$ cat config.mk
export PLATFORM = sky130hd
export DESIGN_NAME = tses_sequencer
export DESIGN_NICKNAME = d
export VERILOG_FILES = /design/src/design/tses_pkg.sv /design/src/design/tses_sequencer.sv
export VERILOG_INCLUDE_DIRS = /design/src /design/src/design
export SDC_FILE = /design/constraint.sdc
export NUM_CORES = 1
export LEC_CHECK = 0
export BUFFER_PORTS_ARGS = -buffer_cell sky130_fd_sc_hd__buf_2
export CAP_MARGIN = 30
export CORE_MARGIN = 5
export CORE_UTILIZATION = 59
export CTS_BUF_LIST = sky130_fd_sc_hd__clkbuf_8
export DETAILED_ROUTE_END_ITERATION = 8
export PLACE_DENSITY_LB_ADDON = 0.12
export REMOVE_ABC_BUFFERS = 1
export SLEW_MARGIN = 20
export SYNTH_ARGS = -nofsm -noshare
export SYNTH_HDL_FRONTEND = slang
export SYNTH_SLANG_ARGS = --single-unit
export TNS_END_PERCENT = 1
$ cat constraint.sdc
create_clock -name clock -period 10.8 [get_ports clock]
set_clock_uncertainty 0.15 [all_clocks]
set_input_delay 1.08 -clock clock [delete_from_list [all_inputs] [get_ports clock]]
set_output_delay 1.08 -clock clock [all_outputs]
set_load 0.05 [all_outputs]
$ cat src/design/tses_defines.svh
`ifndef TSES_DEFINES_SVH
`define TSES_DEFINES_SVH
`define TSES_CLK_NS 50
`define TSES_NS_PER_US 1000
`define TSES_CYC_PER_US (`TSES_NS_PER_US / `TSES_CLK_NS)
`define TSES_SYNC_A_NS 31200
`define TSES_SYNC_B_NS 71600
`define TSES_TURNON_A_NS 156000
`define TSES_TURNON_B_NS 143200
`define TSES_RATE_NUM 32'h7735_9400
`define TSES_REG_CTRL 6'h00
`define TSES_REG_EXPOSURE 6'h04
`define TSES_REG_DELAY 6'h08
`define TSES_REG_RATE_REQ 6'h0C
`define TSES_REG_STATUS 6'h10
`define TSES_REG_MIN_PERIOD 6'h14
`define TSES_REG_MAX_RATE 6'h18
`define TSES_REG_MISSED 6'h1C
`define TSES_CTRL_TRIG_EN 0
`define TSES_CTRL_TRIG_FALL 1
`define TSES_CTRL_STROBE_EN 2
`define TSES_CTRL_DLY_COUNTS 3
`define TSES_CTRL_VARIANT 4
`define TSES_CTRL_SCAN 5
`define TSES_CTRL_FIXED 7
`define TSES_CTRL_RESET 7'h00
`define TSES_EXPOSURE_RESET 20'h003E8
`define TSES_DELAY_RESET 20'h00000
`define TSES_RATE_REQ_RESET 24'h000000
`endif

$ cat src/design/tses_pkg.sv
package tses_pkg;
  typedef enum logic [5:0] {
    TSES_IDLE = 6'b000001,
    TSES_SYNC = 6'b000010,
    TSES_DELAY = 6'b000100,
    TSES_WAIT_RO = 6'b001000,
    TSES_TURN_ON = 6'b010000,
    TSES_EXPOSE = 6'b100000
  } tses_state_type;
  typedef enum logic [1:0] {
    TSES_SCAN_FULL = 2'h0,
    TSES_SCAN_HALF = 2'h1,
    TSES_SCAN_QUARTER = 2'h2,
    TSES_SCAN_BIN = 2'h3
  } tses_scan_type;
endpackage

$ cat src/design/tses_sequencer.sv
`timescale 1ns/100ps
`include "tses_defines.svh"
// Function
// - free-run starts frames as fast as allowed
// - valid rate request enters fixed-rate mode
// - clearing fixed-rate bit returns to free-run
// - trigger only when enabled, on isolated pair
// - trigger delay before strobe asserts
// - delay counted in time or encoder steps
// - trigger resynchronised to sensor line rate
// - exposure starts after fixed turn-on interval
// - exposure pulse width equals programmed time, one cycle when programmed zero
// - strobe drops at end of exposure
// - exposure end starts readout
// - period measured exposure start to start
// - over-rate triggers are ignored
// - max rate from scan limit and period
// - max rate readable as status
// - unstrobed readouts never overlap
// - strobe waits for previous readout done
// - min period sum, maxed with delay
// - only timed delay enters rate calculation
// - readout duration per scan and variant
// - reduced scan modes shorten readout
// - strobe is a level spanning exposure
module tses_sequencer
  import tses_pkg::*;
#(
  parameter int RO_FULL_A_US = 16380,
  parameter int RO_HALF_A_US = 8860,
  parameter int RO_QUARTER_A_US = 5490,
  parameter int RO_BIN_A_US = 8170,
  parameter int RO_FULL_B_US = 76470,
  parameter int RO_HALF_B_US = 41380,
  parameter int RO_QUARTER_B_US = 24700,
  parameter int RO_BIN_B_US = 38230
) (
  // clock and reset
  input wire logic clock,
  input wire logic reset_n,
  // register bus
  input wire logic [5:0] avs_address,
  input wire logic avs_read,
  input wire logic avs_write,
  input wire logic [31:0] avs_writedata,
  output logic [31:0] avs_readdata,
  output logic avs_waitrequest,
  // trigger pins and encoder
  input wire logic isolated_trigger_in_pos,
  input wire logic isolated_trigger_in_neg,
  input wire logic encoder_step,
  // light and sensor
  output logic strobe_out,
  output logic exposure_out,
  output logic readout_start,
  output logic readout_active
);

  localparam logic [31:0] SYNC_A_CYC = 32'(`TSES_SYNC_A_NS / `TSES_CLK_NS);
  localparam logic [31:0] SYNC_B_CYC = 32'(`TSES_SYNC_B_NS / `TSES_CLK_NS);
  localparam logic [31:0] TON_A_CYC = 32'(`TSES_TURNON_A_NS / `TSES_CLK_NS);
  localparam logic [31:0] TON_B_CYC = 32'(`TSES_TURNON_B_NS / `TSES_CLK_NS);
  localparam logic [31:0] CYC_PER_US = 32'(`TSES_CYC_PER_US);
  localparam logic [31:0] RO_TAB_A [0:3] = '{32'(RO_FULL_A_US), 32'(RO_HALF_A_US),
                                             32'(RO_QUARTER_A_US), 32'(RO_BIN_A_US)};
  localparam logic [31:0] RO_TAB_B [0:3] = '{32'(RO_FULL_B_US), 32'(RO_HALF_B_US),
                                             32'(RO_QUARTER_B_US), 32'(RO_BIN_B_US)};

  function automatic logic [31:0] us_to_cyc(input logic [23:0] v);
    us_to_cyc = {8'h00, v} * CYC_PER_US;
  endfunction

  logic rst_s1_q, rst_n_q;
  logic ack_q;
  logic [31:0] avs_readdata_q;
  logic [6:0] ctrl_q;
  logic fixed_q;
  logic [19:0] exp_us_q, dly_q;
  logic [23:0] req_us_q;
  logic missed_q;
  logic [15:0] miss_cnt_q;
  logic [2:0] pos_sync_q, neg_sync_q;
  logic trig_lvl_q, trig_prev_q;
  logic [10:0] line_cnt_q;
  tses_state_type state_q, state_d;
  logic [31:0] timer_q, timer_d;
  logic [31:0] since_q;
  logic [31:0] ro_cnt_q;
  logic ro_pend_q;
  logic strobe_q, exposure_q, ro_start_q, ro_act_q;
  logic [5:0] div_cnt_q;
  logic [32:0] div_rem_q;
  logic [31:0] div_quo_q, div_den_q, rate_q;

  // reset release through two flops, async assert
  always_ff @(posedge clock or negedge reset_n) begin
    if (!reset_n) begin
      rst_s1_q <= 1'b0;
      rst_n_q <= 1'b0;
    end else begin
      rst_s1_q <= 1'b1;
      rst_n_q <= rst_s1_q;
    end
  end

  // configuration decode
  wire trig_en = ctrl_q[`TSES_CTRL_TRIG_EN];
  wire trig_fall = ctrl_q[`TSES_CTRL_TRIG_FALL];
  wire strobe_en = ctrl_q[`TSES_CTRL_STROBE_EN];
  wire dly_counts = ctrl_q[`TSES_CTRL_DLY_COUNTS];
  wire variant = ctrl_q[`TSES_CTRL_VARIANT];
  wire [1:0] scan = ctrl_q[`TSES_CTRL_SCAN+1:`TSES_CTRL_SCAN];
  wire [31:0] sync_cyc = variant ? SYNC_B_CYC : SYNC_A_CYC;
  wire [31:0] ton_cyc = variant ? TON_B_CYC : TON_A_CYC;
  // reduced scan and binning pick shorter readout
  // readout table
  wire [31:0] ro_cyc = (variant ? RO_TAB_B[scan] : RO_TAB_A[scan]) * CYC_PER_US;
  wire [31:0] exp_cyc = us_to_cyc({4'h0, exp_us_q});
  wire [31:0] exp_len = (exp_cyc == 32'h0) ? 32'h1 : exp_cyc;
  wire [31:0] dly_cyc = us_to_cyc({4'h0, dly_q});
  wire [31:0] req_cyc = us_to_cyc(req_us_q);

  wire [31:0] base_per = sync_cyc + ton_cyc + exp_cyc + (strobe_en ? ro_cyc : 32'h0);
  wire use_dly = trig_en & ~dly_counts & (dly_cyc > base_per);
  wire [31:0] trig_per = use_dly ? dly_cyc : base_per;
  wire [31:0] min_per = (ro_cyc > trig_per) ? ro_cyc : trig_per;

  // bus slave: one wait cycle on every access
  wire req = avs_read | avs_write;
  wire wr_take = avs_write & ack_q;
  wire wr_ctrl = wr_take & (avs_address == `TSES_REG_CTRL);
  wire wr_exp = wr_take & (avs_address == `TSES_REG_EXPOSURE);
  wire wr_dly = wr_take & (avs_address == `TSES_REG_DELAY);
  wire wr_rate = wr_take & (avs_address == `TSES_REG_RATE_REQ);
  wire wr_stat = wr_take & (avs_address == `TSES_REG_STATUS);
  wire [31:0] new_req_cyc = us_to_cyc(avs_writedata[23:0]);
  wire rate_ok = (avs_writedata[23:0] != 24'h0) & (new_req_cyc >= min_per);
  wire [31:0] rd_mux =
    (avs_address == `TSES_REG_CTRL) ? {24'h0, fixed_q, ctrl_q} :
    (avs_address == `TSES_REG_EXPOSURE) ? {12'h000, exp_us_q} :
    (avs_address == `TSES_REG_DELAY) ? {12'h000, dly_q} :
    (avs_address == `TSES_REG_RATE_REQ) ? {8'h00, req_us_q} :
    (avs_address == `TSES_REG_STATUS) ? {28'h0, ro_pend_q, ro_act_q, fixed_q, missed_q} :
    (avs_address == `TSES_REG_MIN_PERIOD) ? min_per :
    (avs_address == `TSES_REG_MAX_RATE) ? rate_q :
    (avs_address == `TSES_REG_MISSED) ? {16'h0000, miss_cnt_q} : 32'h0;
  assign avs_waitrequest = req & ~ack_q;
  assign avs_readdata = avs_readdata_q;

  always_ff @(posedge clock or negedge rst_n_q) begin
    if (!rst_n_q) begin
      ack_q <= 1'b0;
      avs_readdata_q <= 32'h0;
    end else begin
      ack_q <= req & ~ack_q;
      if (avs_read & ~ack_q) begin
        avs_readdata_q <= rd_mux;
      end
    end
  end

  always_ff @(posedge clock or negedge rst_n_q) begin
    if (!rst_n_q) begin
      ctrl_q <= `TSES_CTRL_RESET;
      exp_us_q <= `TSES_EXPOSURE_RESET;
      dly_q <= `TSES_DELAY_RESET;
      req_us_q <= `TSES_RATE_REQ_RESET;
    end else begin
      if (wr_ctrl) begin
        ctrl_q <= avs_writedata[6:0];
      end
      if (wr_exp) begin
        exp_us_q <= avs_writedata[19:0];
      end
      if (wr_dly) begin
        dly_q <= avs_writedata[19:0];
      end
      if (wr_rate & rate_ok) begin
        req_us_q <= avs_writedata[23:0];
      end
    end
  end

  always_ff @(posedge clock or negedge rst_n_q) begin
    if (!rst_n_q) begin
      fixed_q <= 1'b0;
    end else if (wr_rate & rate_ok) begin
      fixed_q <= 1'b1;
    end else if (wr_ctrl & ~avs_writedata[`TSES_CTRL_FIXED]) begin
      fixed_q <= 1'b0;
    end
  end

  // trigger pins: three flops, change taken once stages two and three agree
  wire pins_stable = (pos_sync_q[1] == pos_sync_q[2]) & (neg_sync_q[1] == neg_sync_q[2]);
  wire trig_edge = trig_fall ? (trig_prev_q & ~trig_lvl_q) : (~trig_prev_q & trig_lvl_q);
  wire line_tick = (line_cnt_q == 11'(sync_cyc - 32'h1));
  always_ff @(posedge clock or negedge rst_n_q) begin
    if (!rst_n_q) begin
      pos_sync_q <= 3'h0;
      neg_sync_q <= 3'h0;
      trig_lvl_q <= 1'b0;
      trig_prev_q <= 1'b0;
      line_cnt_q <= 11'h000;
    end else begin
      pos_sync_q <= {pos_sync_q[1:0], isolated_trigger_in_pos};
      neg_sync_q <= {neg_sync_q[1:0], isolated_trigger_in_neg};
      if (pins_stable) begin
        trig_lvl_q <= pos_sync_q[2] & ~neg_sync_q[2];
      end
      trig_prev_q <= trig_lvl_q;
      line_cnt_q <= line_tick ? 11'h000 : line_cnt_q + 11'h001;
    end
  end

  // frame start conditions
  wire ro_busy = (ro_cnt_q != 32'h0);
  // accept only when idle and enabled
  wire trig_take = trig_en & trig_edge & (state_q == TSES_IDLE) & ~ro_pend_q;
  wire missed = trig_en & trig_edge & ~trig_take;
  wire start_free = ~trig_en & ~fixed_q;
  wire start_fixed = ~trig_en & fixed_q & ((since_q + ton_cyc + 32'h1) >= req_cyc);
  wire start_int = (start_free | start_fixed) & ~ro_pend_q;
  wire wait_ro = strobe_en & (ro_busy | ro_pend_q);
  wire exp_end = (state_q == TSES_EXPOSE) & (timer_q <= 32'h1);

  always_comb begin
    state_d = state_q;
    timer_d = (timer_q != 32'h0) ? timer_q - 32'h1 : 32'h0;
    unique case (state_q)
      TSES_IDLE: begin
        if (trig_take) begin
          state_d = TSES_SYNC;
        end else if (start_int) begin
          state_d = wait_ro ? TSES_WAIT_RO : TSES_TURN_ON;
          timer_d = ton_cyc;
        end
      end
      TSES_SYNC: begin
        if (line_tick) begin
          state_d = TSES_DELAY;
          timer_d = dly_counts ? {12'h000, dly_q} : dly_cyc;
        end
      end
      // delay in cycles or encoder steps
      TSES_DELAY: begin
        if (dly_counts & ~encoder_step) begin
          timer_d = timer_q;
        end
        if (timer_q == 32'h0) begin
          state_d = wait_ro ? TSES_WAIT_RO : TSES_TURN_ON;
          timer_d = ton_cyc;
        end
      end
      TSES_WAIT_RO: begin
        timer_d = ton_cyc;
        if (!ro_busy && !ro_pend_q) begin
          state_d = TSES_TURN_ON;
        end
      end
      TSES_TURN_ON: begin
        if (timer_q <= 32'h1) begin
          state_d = TSES_EXPOSE;
          timer_d = exp_len;
        end
      end
      TSES_EXPOSE: begin
        if (exp_end) begin
          state_d = TSES_IDLE;
        end
      end
      default: begin
        state_d = TSES_IDLE;
        timer_d = 32'h0;
      end
    endcase
  end

  // readout start, one held back while busy
  wire ro_start = ~ro_busy & (exp_end | ro_pend_q);
  wire [31:0] ro_cnt_d = ro_start ? ro_cyc : (ro_busy ? ro_cnt_q - 32'h1 : 32'h0);
  wire exp_begin = (state_d == TSES_EXPOSE) & (state_q != TSES_EXPOSE);

  always_ff @(posedge clock or negedge rst_n_q) begin
    if (!rst_n_q) begin
      state_q <= TSES_IDLE;
      timer_q <= 32'h0;
      since_q <= 32'hFFFF_FFFF;
      ro_cnt_q <= 32'h0;
      ro_pend_q <= 1'b0;
    end else begin
      state_q <= state_d;
      timer_q <= timer_d;
      since_q <= exp_begin ? 32'h0 : (since_q == 32'hFFFF_FFFF ? since_q : since_q + 32'h1);
      ro_cnt_q <= ro_cnt_d;
      ro_pend_q <= (exp_end & ro_busy) | (ro_pend_q & ro_busy);
    end
  end

  // registered outputs follow next state so they line up with state_q
  always_ff @(posedge clock or negedge rst_n_q) begin
    if (!rst_n_q) begin
      strobe_q <= 1'b0;
      exposure_q <= 1'b0;
      ro_start_q <= 1'b0;
      ro_act_q <= 1'b0;
    end else begin
      // level over turn-on and exposure
      // strobe enabled mid-frame stays dark until readout is idle
      strobe_q <= strobe_en & ((state_d == TSES_TURN_ON) | (state_d == TSES_EXPOSE))
        & (strobe_q | (~ro_busy & ~ro_pend_q));
      exposure_q <= (state_d == TSES_EXPOSE);
      ro_start_q <= ro_start;
      ro_act_q <= (ro_cnt_d != 32'h0);
    end
  end
  assign strobe_out = strobe_q;
  assign exposure_out = exposure_q;
  assign readout_start = ro_start_q;
  assign readout_active = ro_act_q;

  // missed-trigger flag: a new miss beats a software clear
  always_ff @(posedge clock or negedge rst_n_q) begin
    if (!rst_n_q) begin
      missed_q <= 1'b0;
      miss_cnt_q <= 16'h0000;
    end else begin
      missed_q <= missed | (missed_q & ~(wr_stat & avs_writedata[0]));
      if (missed & (miss_cnt_q != 16'hFFFF)) begin
        miss_cnt_q <= miss_cnt_q + 16'h0001;
      end
    end
  end

  // max rate in 0.01 Hz units; serial divide trades latency for area
  wire [32:0] rem_sh = {div_rem_q[31:0], div_quo_q[31]};
  wire rem_ge = (rem_sh >= {1'b0, div_den_q});
  wire [32:0] rem_nx = rem_ge ? rem_sh - {1'b0, div_den_q} : rem_sh;
  wire [31:0] quo_nx = {div_quo_q[30:0], rem_ge};
  always_ff @(posedge clock or negedge rst_n_q) begin
    if (!rst_n_q) begin
      div_cnt_q <= 6'h00;
      div_rem_q <= 33'h0;
      div_quo_q <= 32'h0;
      div_den_q <= 32'h1;
      rate_q <= 32'h0;
    end else if (div_cnt_q == 6'h00) begin
      div_cnt_q <= 6'h20;
      div_rem_q <= 33'h0;
      div_quo_q <= `TSES_RATE_NUM;
      div_den_q <= min_per;
    end else begin
      div_cnt_q <= div_cnt_q - 6'h01;
      div_rem_q <= rem_nx;
      div_quo_q <= quo_nx;
      if (div_cnt_q == 6'h01) begin
        rate_q <= quo_nx;
      end
    end
  end

  // checks
  logic [31:0] phase_len_q;
  always_ff @(posedge clock or negedge rst_n_q) begin
    if (!rst_n_q) begin
      phase_len_q <= 32'h0;
    end else begin
      phase_len_q <= (state_d != state_q) ? 32'h0 : phase_len_q + 32'h1;
    end
  end
endmodule

# After elaboration in Yosys (flattened, before gate mapping)
# Cells that the tools add are included.
[word_totals]
register_bits = 384
output_inout_bits = 37
[op_classes]
n_addsub = 13
multipliers = 5
n_lt_le_gt_ge = 7
eq_ne = 24
mux = 51
bitwise = 61
n_reduce_logical = 13
[ops]
columns = ["cell", "count"]
rows = [
  ["$mux 32", 29],
  ["$pmux 32 s6", 1],
  ["$bmux 32 s2", 2],
  ["$reduce_bool 32->1", 3],
  ["$add 32x1->32 const B", 2],
  ["$logic_not 32->1", 2],
  ["$sub 32x1->32 const B", 2],
  ["$mul 24x3->27 const B", 2],
  ["$mux 25", 2],
  ["$mux 6", 8],
  ["$mul 20x3->23 const B", 2],
  ["$and 1x1->1", 38],
  ["$eq 6x5->1 const B", 6],
  ["$pmux 6 s6", 1],
  ["$ge 33x32->1", 1],
  ["$mux 11", 3],
  ["$add 26x32->32", 1],
  ["$add 32x12->32", 1],
  ["$eq 32x32->1 const B", 1],
  ["$ge 29x32->1", 1],
  ["$ge 32x29->1", 1],
  ["$gt 25x32->1", 1],
  ["$gt 32x32->1", 1],
  ["$le 32x1->1 const B", 1],
  ["other kinds (32)", 62],
]

# Longest topological paths before layout
# Gate-level depths: netlist (run 1).
[depth]
depth_word = 19
depth_mapped = 71

# Worst setup path before layout (run 1)
# Ideal clock, no wire load.
[synth_path]
path_kind = "register to register"
from = "reg ctrl_q[4]"
to = "reg req_us_q[10]"
setup_time_ns = 0.125
arrival_ns = 13.039
required_ns = 10.525
setup_slack_ns = -2.513
stages_incl_launch_ff = 68
n_path_buf = 9
period_less_slack_ns = 13.313
path_cell_list = "dfrtp_1 -> clkbuf_1 -> inv_1 -> clkbuf_1 -> nand2_1 -> a21boi_0 -> ha_1 -> fa_1 -> and3_1 -> a311oi_1 -> o21bai_1 -> a21o_1 -> a21o_1 -> a21oi_1 -> nor2_1 -> o41a_1 -> xor2_1 -> and2_1 -> [32 not listed] -> ha_1 -> o21a_1 -> o21a_1 -> o21a_1 -> o21a_1 -> o21ai_0 -> nand2b_1 -> a211oi_1 -> o21ai_0 -> a21oi_1 -> o21ai_0 -> a21oi_1 -> o21ai_0 -> mux2i_1 -> o41a_1 -> buf_4 -> buf_4 -> mux2_2"
[synth_between]
elab_chain_cells = 12
[synth_lines]
columns = ["element", "line", "source"]
rows = [
  ["start, declared", "tses_sequencer.sv:76", "logic [6:0] ctrl_q;"],
  ["start signal, assigned", "tses_sequencer.sv:164", "ctrl_q <= `TSES_CTRL_RESET;"],
  ["start signal, assigned", "tses_sequencer.sv:170", "ctrl_q <= avs_writedata[6:0];"],
  ["$mux 32, or another cell as far along", "tses_sequencer.sv:117", "wire [31:0] ro_cyc = (variant ? RO_TAB_B[scan] : RO_TAB_A[scan]) * CYC_PER_US;"],
  ["$mul 32x3->30 or $add 11x12->13 (tied branches)", "tses_sequencer.sv:117, tses_sequencer.sv:123", ""],
  ["$mux 32 or $add 13x25->26 (tied branches)", "tses_sequencer.sv:123", "wire [31:0] base_per = sync_cyc + ton_cyc + exp_cyc + (strobe_en ? ro_cyc : 32'h0);"],
  ["$add 26x32->32", "tses_sequencer.sv:123", ""],
  ["$gt 25x32->1", "tses_sequencer.sv:124", "wire use_dly = trig_en & ~dly_counts & (dly_cyc > base_per);"],
  ["$and 1x1->1", "tses_sequencer.sv:124", ""],
  ["$mux 32", "tses_sequencer.sv:125", "wire [31:0] trig_per = use_dly ? dly_cyc : base_per;"],
  ["$gt 32x32->1", "tses_sequencer.sv:126", "wire [31:0] min_per = (ro_cyc > trig_per) ? ro_cyc : trig_per;"],
  ["$mux 32 (*)", "tses_sequencer.sv:126", ""],
  ["$ge 29x32->1 (*)", "tses_sequencer.sv:137", "wire rate_ok = (avs_writedata[23:0] != 24'h0) & (new_req_cyc >= min_per);"],
  ["$and 1x1->1 (*)", "tses_sequencer.sv:137", ""],
  ["$and 1x1->1 (*)", "tses_sequencer.sv:178", "if (wr_rate & rate_ok) begin"],
  ["end signal, assigned", "tses_sequencer.sv:167", "req_us_q <= `TSES_RATE_REQ_RESET;"],
  ["end signal, assigned", "tses_sequencer.sv:179", "req_us_q <= avs_writedata[23:0];"],
  ["end, declared", "tses_sequencer.sv:79", "logic [23:0] req_us_q;"],
]
# Mark *: on every way between the ends. The rest lies on a longest branch, timed or not.
# A chain may end at the register's enable or synchronous reset.

# Final worst setup path (run 1)
[layout_path]
from = "reg ctrl_q[5]"
to = "reg req_us_q[8]"
[layout_between]
elab_chain_cells = 16
[layout_lines]
columns = ["element", "line"]
rows = [
  ["$not 2->3 (not written as such) (*)", "tses_sequencer.sv:117"],
  ["$bmux 32 s2", "tses_sequencer.sv:117"],
  ["$mux 32 (not written as such) (2 in series)", "tses_sequencer.sv:117"],
  ["$mux 32 (*)", "tses_sequencer.sv:117"],
  ["$mul 32x3->30 (*)", "tses_sequencer.sv:117"],
  ["$mux 32", "tses_sequencer.sv:123"],
  ["$add 26x32->32", "tses_sequencer.sv:123"],
  ["$gt 25x32->1", "tses_sequencer.sv:124"],
  ["$and 1x1->1", "tses_sequencer.sv:124"],
  ["$mux 32", "tses_sequencer.sv:125"],
  ["$gt 32x32->1", "tses_sequencer.sv:126"],
  ["$mux 32 (*)", "tses_sequencer.sv:126"],
  ["$ge 29x32->1 (*)", "tses_sequencer.sv:137"],
  ["$and 1x1->1 (*)", "tses_sequencer.sv:137"],
  ["$and 1x1->1 (*)", "tses_sequencer.sv:178"],
]
# Mark *: on every way between the ends. The rest lies on a longest branch, timed or not. The select of a mux whose other input is x is not followed.

==> results of run 1 <==
critical path: cells and delay by family (launching register included):
kind	cells	cell delay (ns)
multiplexers	3	0.70
AO/OA/AOI/OAI	25	4.24
AND/OR/NAND/NOR	19	2.89
XOR/XNOR	1	0.15
adder cells (fa/ha/maj)	9	2.36
flip-flops	1	0.43
buffers and inverters	8	0.97
cell families (layout without fill, tap and decap cells):
logic type | after synthesis | in the layout | synth area share
other | 1 | 2 | 0.0001301
muxes | 179 | 179 | 0.06829
xor gates and xnor gates | 225 | 225 | 0.06838
buffers and inverters | 257 | 701 | 0.03404
and+or+nand+nor | 1003 | 1003 | 0.1684
adders and majority gates | 381 | 381 | 0.1687
AOI/OAI and AO/OA | 751 | 751 | 0.1630
DFF | 377 | 377 | 0.3291
sequential cells by signal (all words and copies together) (netlist names), 6 cells and up:
signal and cells:
state_q 6, ctrl_q 7, timer_q 32, div_cnt_q 6, avs_readdata 32, div_den_q 25
exp_us_q 20, rate_q 32, since_q 32, div_rem_q 32, req_us_q 24, ro_cnt_q 32
miss_cnt_q 16, line_cnt_q 11, div_quo_q 32, dly_q 20
cells in the mapped netlist, types with 22 or more instances:
cell,n
a21o_1,56
a21oi_1,200
a22oi_1,23
and2_1,41
and3_1,25
clkbuf_1,75
dfrtp_1,337
dfstp_2,40
ha_1,367
inv_1,162
mux2_2,107
mux2i_1,68
nand2_1,261
nand2b_1,49
nand3_1,77
nand4_1,37
nor2_1,278
nor2b_1,31
nor3_1,73
nor4_1,32
o211ai_1,22
o21a_1,37
o21ai_0,225
or3_1,28
xnor2_1,129
xor2_1,96
per-layer routing:
layer | up-vias | routed length, um | share of wire | GRT usage
li1 | 12230 | - | - | -
met1 | 12850 | 38540 | 0.42 | 0.4469
met2 | 893 | 42950 | 0.47 | 0.5643
met3 | 250 | 6480 | 0.070 | 0.06248
met4 | 4 | 4319 | 0.047 | 0.1469
met5 | - | 27 | 0.00029 | 0
area by class of cell:
class                           instances  area (um^2)  share of cell area
Inverter                              163        614.3             0.01781
Clock buffer                           81         1115             0.03231
Timing Repair Buffer                  418         3075             0.08915
Antenna cell                            1        2.502          0.00007253
Clock inverter                         39        256.5            0.007435
Multi-Input combinational cell       2540        19170              0.5556
Tap cell                              622        778.2             0.02256
Sequential cell                       377         9489              0.2751
what timing repair did:
| item | CTS | global route |
|---|---|---|
| hold buffers | 1 | 0 |
| setup buffers | 35 | 4 |
| cloned | 3 | 0 |
| setup endpoints to repair | 29 | 25 |
| hold endpoints to repair | 2 | 0 |
| resized for setup | 126 | 43 |
| pin swaps | 74 | 45 |
layout by cell type (no fill, tap or decap), drive strengths merged, types with 22 or more instances in the layout:
cell type	instances
a22oi	23
nand3	77
xnor2	129
nor4	33
dfrtp	337
mux2	108
nor2	278
inv	185
a21o	56
nand2b	49
o21a	37
dfstp	40
o211ai	22
and2	43
nor3	75
ha	367
nand4	37
mux2i	68
nand2	262
o21ai	225
xor2	96
nor2b	31
or3	29
clkbuf	82
buf	416
a21oi	200
and3	25
through the flow:
stage | util | power (W) | setup WS, ns | TNS (ns)
after floorplan | - | 0.005272 | -3.096 | -273.85
after global placement | 0.6557 | 0.007875 | -1.710 | -42.17
after detailed placement | 0.6559 | 0.008012 | -2.115 | -52.25
after CTS | 0.7037 | 0.009850 | -1.141 | -27.57
after global routing | 0.7091 | 0.01087 | -1.839 | -44.86
final | 0.7092 | 0.01011 | -1.266 | -30.34
worst max-delay path by stage:
stage | slack [ns] | startpoint | end
after floorplan | -3.10 | ctrl_q[4]$_DFFE_PN0P_ | req_us_q[0]$_DFFE_PN0P_
after global placement | -1.71 | ctrl_q[6]$_DFFE_PN0P_ | req_us_q[4]$_DFFE_PN0P_
after detailed placement | -2.11 | ctrl_q[6]$_DFFE_PN0P_ | req_us_q[14]$_DFFE_PN0P_
after CTS | -1.14 | ctrl_q[6]$_DFFE_PN0P_ | req_us_q[18]$_DFFE_PN0P_
after global routing | -1.84 | ctrl_q[6]$_DFFE_PN0P_ | req_us_q[8]$_DFFE_PN0P_
final | -1.27 | ctrl_q[5]$_DFFE_PN0P_ | req_us_q[8]$_DFFE_PN0P_
power by group through the flow:
stage	combinational [W]	clock [W]	sequential, W
floorplan	0.00340	0	0.00187
global placement	0.00602	0	0.00186
detailed placement	0.00615	0	0.00186
CTS	0.00661	0.00140	0.00184
global route	0.00754	0.00146	0.00187
finish	0.00689	0.00137	0.00185
==> reports/metrics.cfg, run 1 <==
[status]
status=complete, but fails checks
violations=setup timing

[yosys]
synthArstFlopShare=1.000
synth-seq-cells=377
syn_area_mm2=0.02882
yosysTopAreaCellShare=0.2926
yosysTopAreaCell=dfrtp_1
synth_edf_count=0
postSynthCellCount=3174
yosysSeqAreaShare=0.3291
avgSynthCellArea_um2=9.080
synthFlopType=dfrtp_1
netlist-cell-type-count=86
ys.warnings.count=0
synthTopCellsByArea=dfrtp_1 (29%), ha_1 (16%), mux2_2 (4.2%), xnor2_1 (3.9%), o21ai_0 (3.9%)

[grt]
grt_pass1_wl_um=145500
grt_antenna_before_repair=3
overflow=0
grtUsageTotal=0.3428
grt_max_degree=183
grt_pass1_vias=26730

[clock_tree]
clk_latency_ns=0.68
clockBufferDepth=3
root_buffer=clkbuf_8
clk_pin_slew_ns=0.06
cts.sinks=377
numCtsBuffers=69
cts_tree=built
htreeDepth=3

[floorplanning]
rows=81
coreArea_mm2=0.04865
ioPinCount=82
dieWidth_um=231.0
die_y_um=231.0
initial_core_util=0.5924
dieArea_mm2=0.05337

[place]
io_buffers=73
gp_congestion=1.006
placed_cells=4074
post_dp_cell_area_mm2=0.03191
post-dp-hpwl_um=70430

[job]
maxCapViolCount=0

[routing]
drc=0
drtPass1Iterations=6
first_iter_violations=2065
drtAntennaViolNets=0
wire_per_inst_um=21.77
routed-via-count=26230
drt-total-wl_um=92320
via_per_inst=6.185

[final_layout]
fillers=3843
nets=3994
synthToLayoutAreaGrowth_pct=19.71
drive_gt1_frac=0.2233
final_cells=4241
design_area_mm2=0.03450

[critical_path]
slowest_stage=or4_4
cp_max_fo=7
worstReg2RegEnd=req_us_q[8]$_DFFE_PN0P_
cp.required_ns=11.18
end_kind=register
r2r_cells=65
path_class=reg2reg
r2r_slack_ns=-1.27
timing.rr.start=ctrl_q[5]$_DFFE_PN0P_
worstPathArrival_ns=12.45
critPathMaxStageDelay_ns=0.58
startpoint_type=register

[sta]
fmax_ghz=0.08288
max_slew_margin=0.3390
hold_viol_final=0
min_period_ns=12.07
worst_slack_ns=-1.266
hold_ws_ns=0.1982
fin_crit_sh=1.117
drv_slew=0
finalSetupViolCount=25
rsz0062_at_grt=yes
worstMarginPinSlew_ns=0.9845

[power_and_ir_drop]
combPwrFrac=0.682
clkPwrFrac=0.135
power.density_mw_per_mm2=293.1
swShare=0.4332
ir_worst_vdd_v=0.0002301
p_int_w=0.005731
power_frac_seq=0.183
power.switching_w=0.004380
p_leak_nw=16.78

[min_path]
worstHoldStart=neg_sync_q[0]$_DFF_PN0_
hold_end=neg_sync_q[1]$_DFF_PN0_
min_path_type=reg2reg
holdPathStages=0

Power figures use the tool's default switching activity.
==> run 2: changes to the inputs <==
==> constraint.sdc (replaced) <==
create_clock -name clock -period 10.6 [get_ports clock]
set_clock_uncertainty 0.15 [all_clocks]
set_input_delay 1.06 -clock clock [delete_from_list [all_inputs] [get_ports clock]]
set_output_delay 1.06 -clock clock [all_outputs]
set_load 0.05 [all_outputs]
==> run 2 against run 1 <==
  * The run still ends with setup timing left
  * Die area did not move
  * Cell count rose by 0.90%
  * Utilization up 1.1 points
  * Clock power increased by 18%
  * Global-route usage increased by 0.52 points
  * Wire length increased by 2.9%
  * Clock-buffer cell count increased by 8
  * Via count up 1.4%
  * Flip-flop and latch count is the same
  * First-iteration DRC count down 0.39%
  * Total power is 9.6% higher
  * Sequential power increased by 2%
==> reports/metrics.cfg, run 2 (same netlist as run 1, synthesis figures left out) <==
[floorplanning]
die_y_um=231.0
initial_core_util=0.5924
dieWidth_um=231.0
ioPinCount=82
coreArea_mm2=0.04865
rows=81
dieArea_mm2=0.05337

[routing]
first_iter_violations=2057
wire_per_inst_um=22.20
drtAntennaViolNets=0
drc=0
routed-via-count=26610
drt-total-wl_um=94980
drtPass1Iterations=6
via_per_inst=6.219

[final_layout]
drive_gt1_frac=0.2331
final_common_cell=buf_4
final_cell_mix=buf_4 (360), ha_1 (342), dfrtp_1 (333)
fillers=3720
synthToLayoutAreaGrowth_pct=21.59
nets=4029
multi_input_area_mm2=0.01918
final_cells=4279
layout.area.seq_mm2=0.009492

[critical_path]
end_kind=register
path_class=reg2reg
slowest_stage=or4_4
startpoint_type=register
r2r_slack_ns=-1.76
r2r_cells=67
critPathMaxStageDelay_ns=0.52
cp_max_fo=7
cp.required_ns=10.98
worstPathArrival_ns=12.74

[sta]
worstMarginPinSlew_ns=0.9941
max_slew_margin=0.3373
fmax_ghz=0.08091
drv_slew=0
fin_crit_sh=1.166
rsz0062_at_grt=yes
worst_slack_ns=-1.759
hold_viol_final=0
min_period_ns=12.36
finalSetupViolCount=25

[place]
placed_cells=4079
io_buffers=73
pre_cts_ws_ns=-2.368
gp_congestion=1.044
post-dp-hpwl_um=71190

[grt]
grt_max_degree=182
grt_pass1_vias=26510
grt_antenna_before_repair=5
overflow=0
grtUsageTotal=0.3480
grt_pass1_wl_um=146700

[clock_tree]
clockBufferDepth=3
root_buffer=clkbuf_8
cts_tree=built
cts.sinks=377
clk_latency_ns=0.69
clk_pin_slew_ns=0.06
numCtsBuffers=70
htreeDepth=3

[power_and_ir_drop]
ir_worst_vdd_v=0.0002356
power.density_mw_per_mm2=316.2
p_leak_nw=17.06

[min_path]
min_path_type=reg2async

[status]
status=complete, but fails checks
violations=setup timing

[job]
maxCapViolCount=0

[run 2: changes by cell type in the layout (fill, tap and decap cells not counted), sizes merged]
cell,previous run,this run
bufinv,2,8
buf,416,449
clkbuf,82,91
inv,185,181
clkinvlp,6,2
clkinv,9,6
diode,1,2
[run 2: through the flow]
| step | hold slack (ns) | area [um^2] | TNS, ns | power (W) | utilization |
|---|---|---|---|---|---|
| 6_report | 0.1920 | 35040 | -42.87 | 0.01108 | 0.7203 |
| 2_1_floorplan | 0.1812 | 28450 | -353.83 | 0.005371 | - |
| 5_1_grt | 0.2170 | 35040 | -55.52 | 0.01180 | 0.7202 |
| 3_5_place_dp | 0.1928 | 31970 | -59.42 | 0.008259 | 0.6571 |
| 4_1_cts | 0.2059 | 34590 | -35.23 | 0.01056 | 0.7111 |
| 3_3_place_gp | 0.1827 | 31960 | -44.86 | 0.008076 | 0.6570 |
[run 2: per-layer routing]
layer  vias to the layer above  track usage  share of wire
met1                     12930       0.4595           0.41
met3                       273      0.07007          0.082
met4                         6       0.1386          0.045
li1                      12290            -              -
met5                         -            0        0.00047
met2                      1108       0.5666           0.46
[run 2: final timing paths]
kind,startpoint,to
worst min-delay path,rst_n_q$_DFF_PN0_,avs_readdata[16]$_DFFE_PN0P_
worst max register to register,ctrl_q[5]$_DFFE_PN0P_,req_us_q[13]$_DFFE_PN0P_
worst min register to register,rst_n_q$_DFF_PN0_,avs_readdata[16]$_DFFE_PN0P_
max in group asynchronous,rst_n_q$_DFF_PN0_,avs_readdata[8]$_DFFE_PN0P_
worst max-delay path,ctrl_q[5]$_DFFE_PN0P_,req_us_q[13]$_DFFE_PN0P_
min in group clock,rst_s1_q$_DFF_PN0_,rst_n_q$_DFF_PN0_
[run 2: power by group]
| part | switching, W | leakage, nW | internal (W) |
|---|---|---|---|
| clock | 0.000670 | 0.874 | 0.000955 |
| sequential | 0.000208 | 4.66 | 0.00169 |
| combinational | 0.00384 | 11.5 | 0.00372 |
[run 2: critical path: cells and delay by family, from the launching register on]
family / cells / cell delay [ns]
AO/OA/AOI/OAI: 29 / 4.44
multiplexers: 3 / 0.67
adder cells (fa/ha/maj): 10 / 2.66
buffers and inverters: 10 / 1.40
flip-flops: 1 / 0.44
AND/OR/NAND/NOR: 13 / 2.03
XOR/XNOR: 2 / 0.41
[run 2: timing repair]
action,4_1_cts,5_1_grt
endpoints found under the setup margin,37,47
pin swaps,66,29
cloned,3,0
endpoints found under the hold margin,2,0
resized for setup,107,64
hold buffers,1,0
setup buffers,61,6
[run 2: area by class of cell]
type                       instances  share of cell area
inverter                         163             0.01760
clock inverter                    34             0.01085
sequential                       377              0.2709
multi-input combinational       2540              0.5475
antenna                            2           0.0001428
clock buffer                      89             0.03496
tap                              622             0.02221
timing repair buffer             452             0.09587
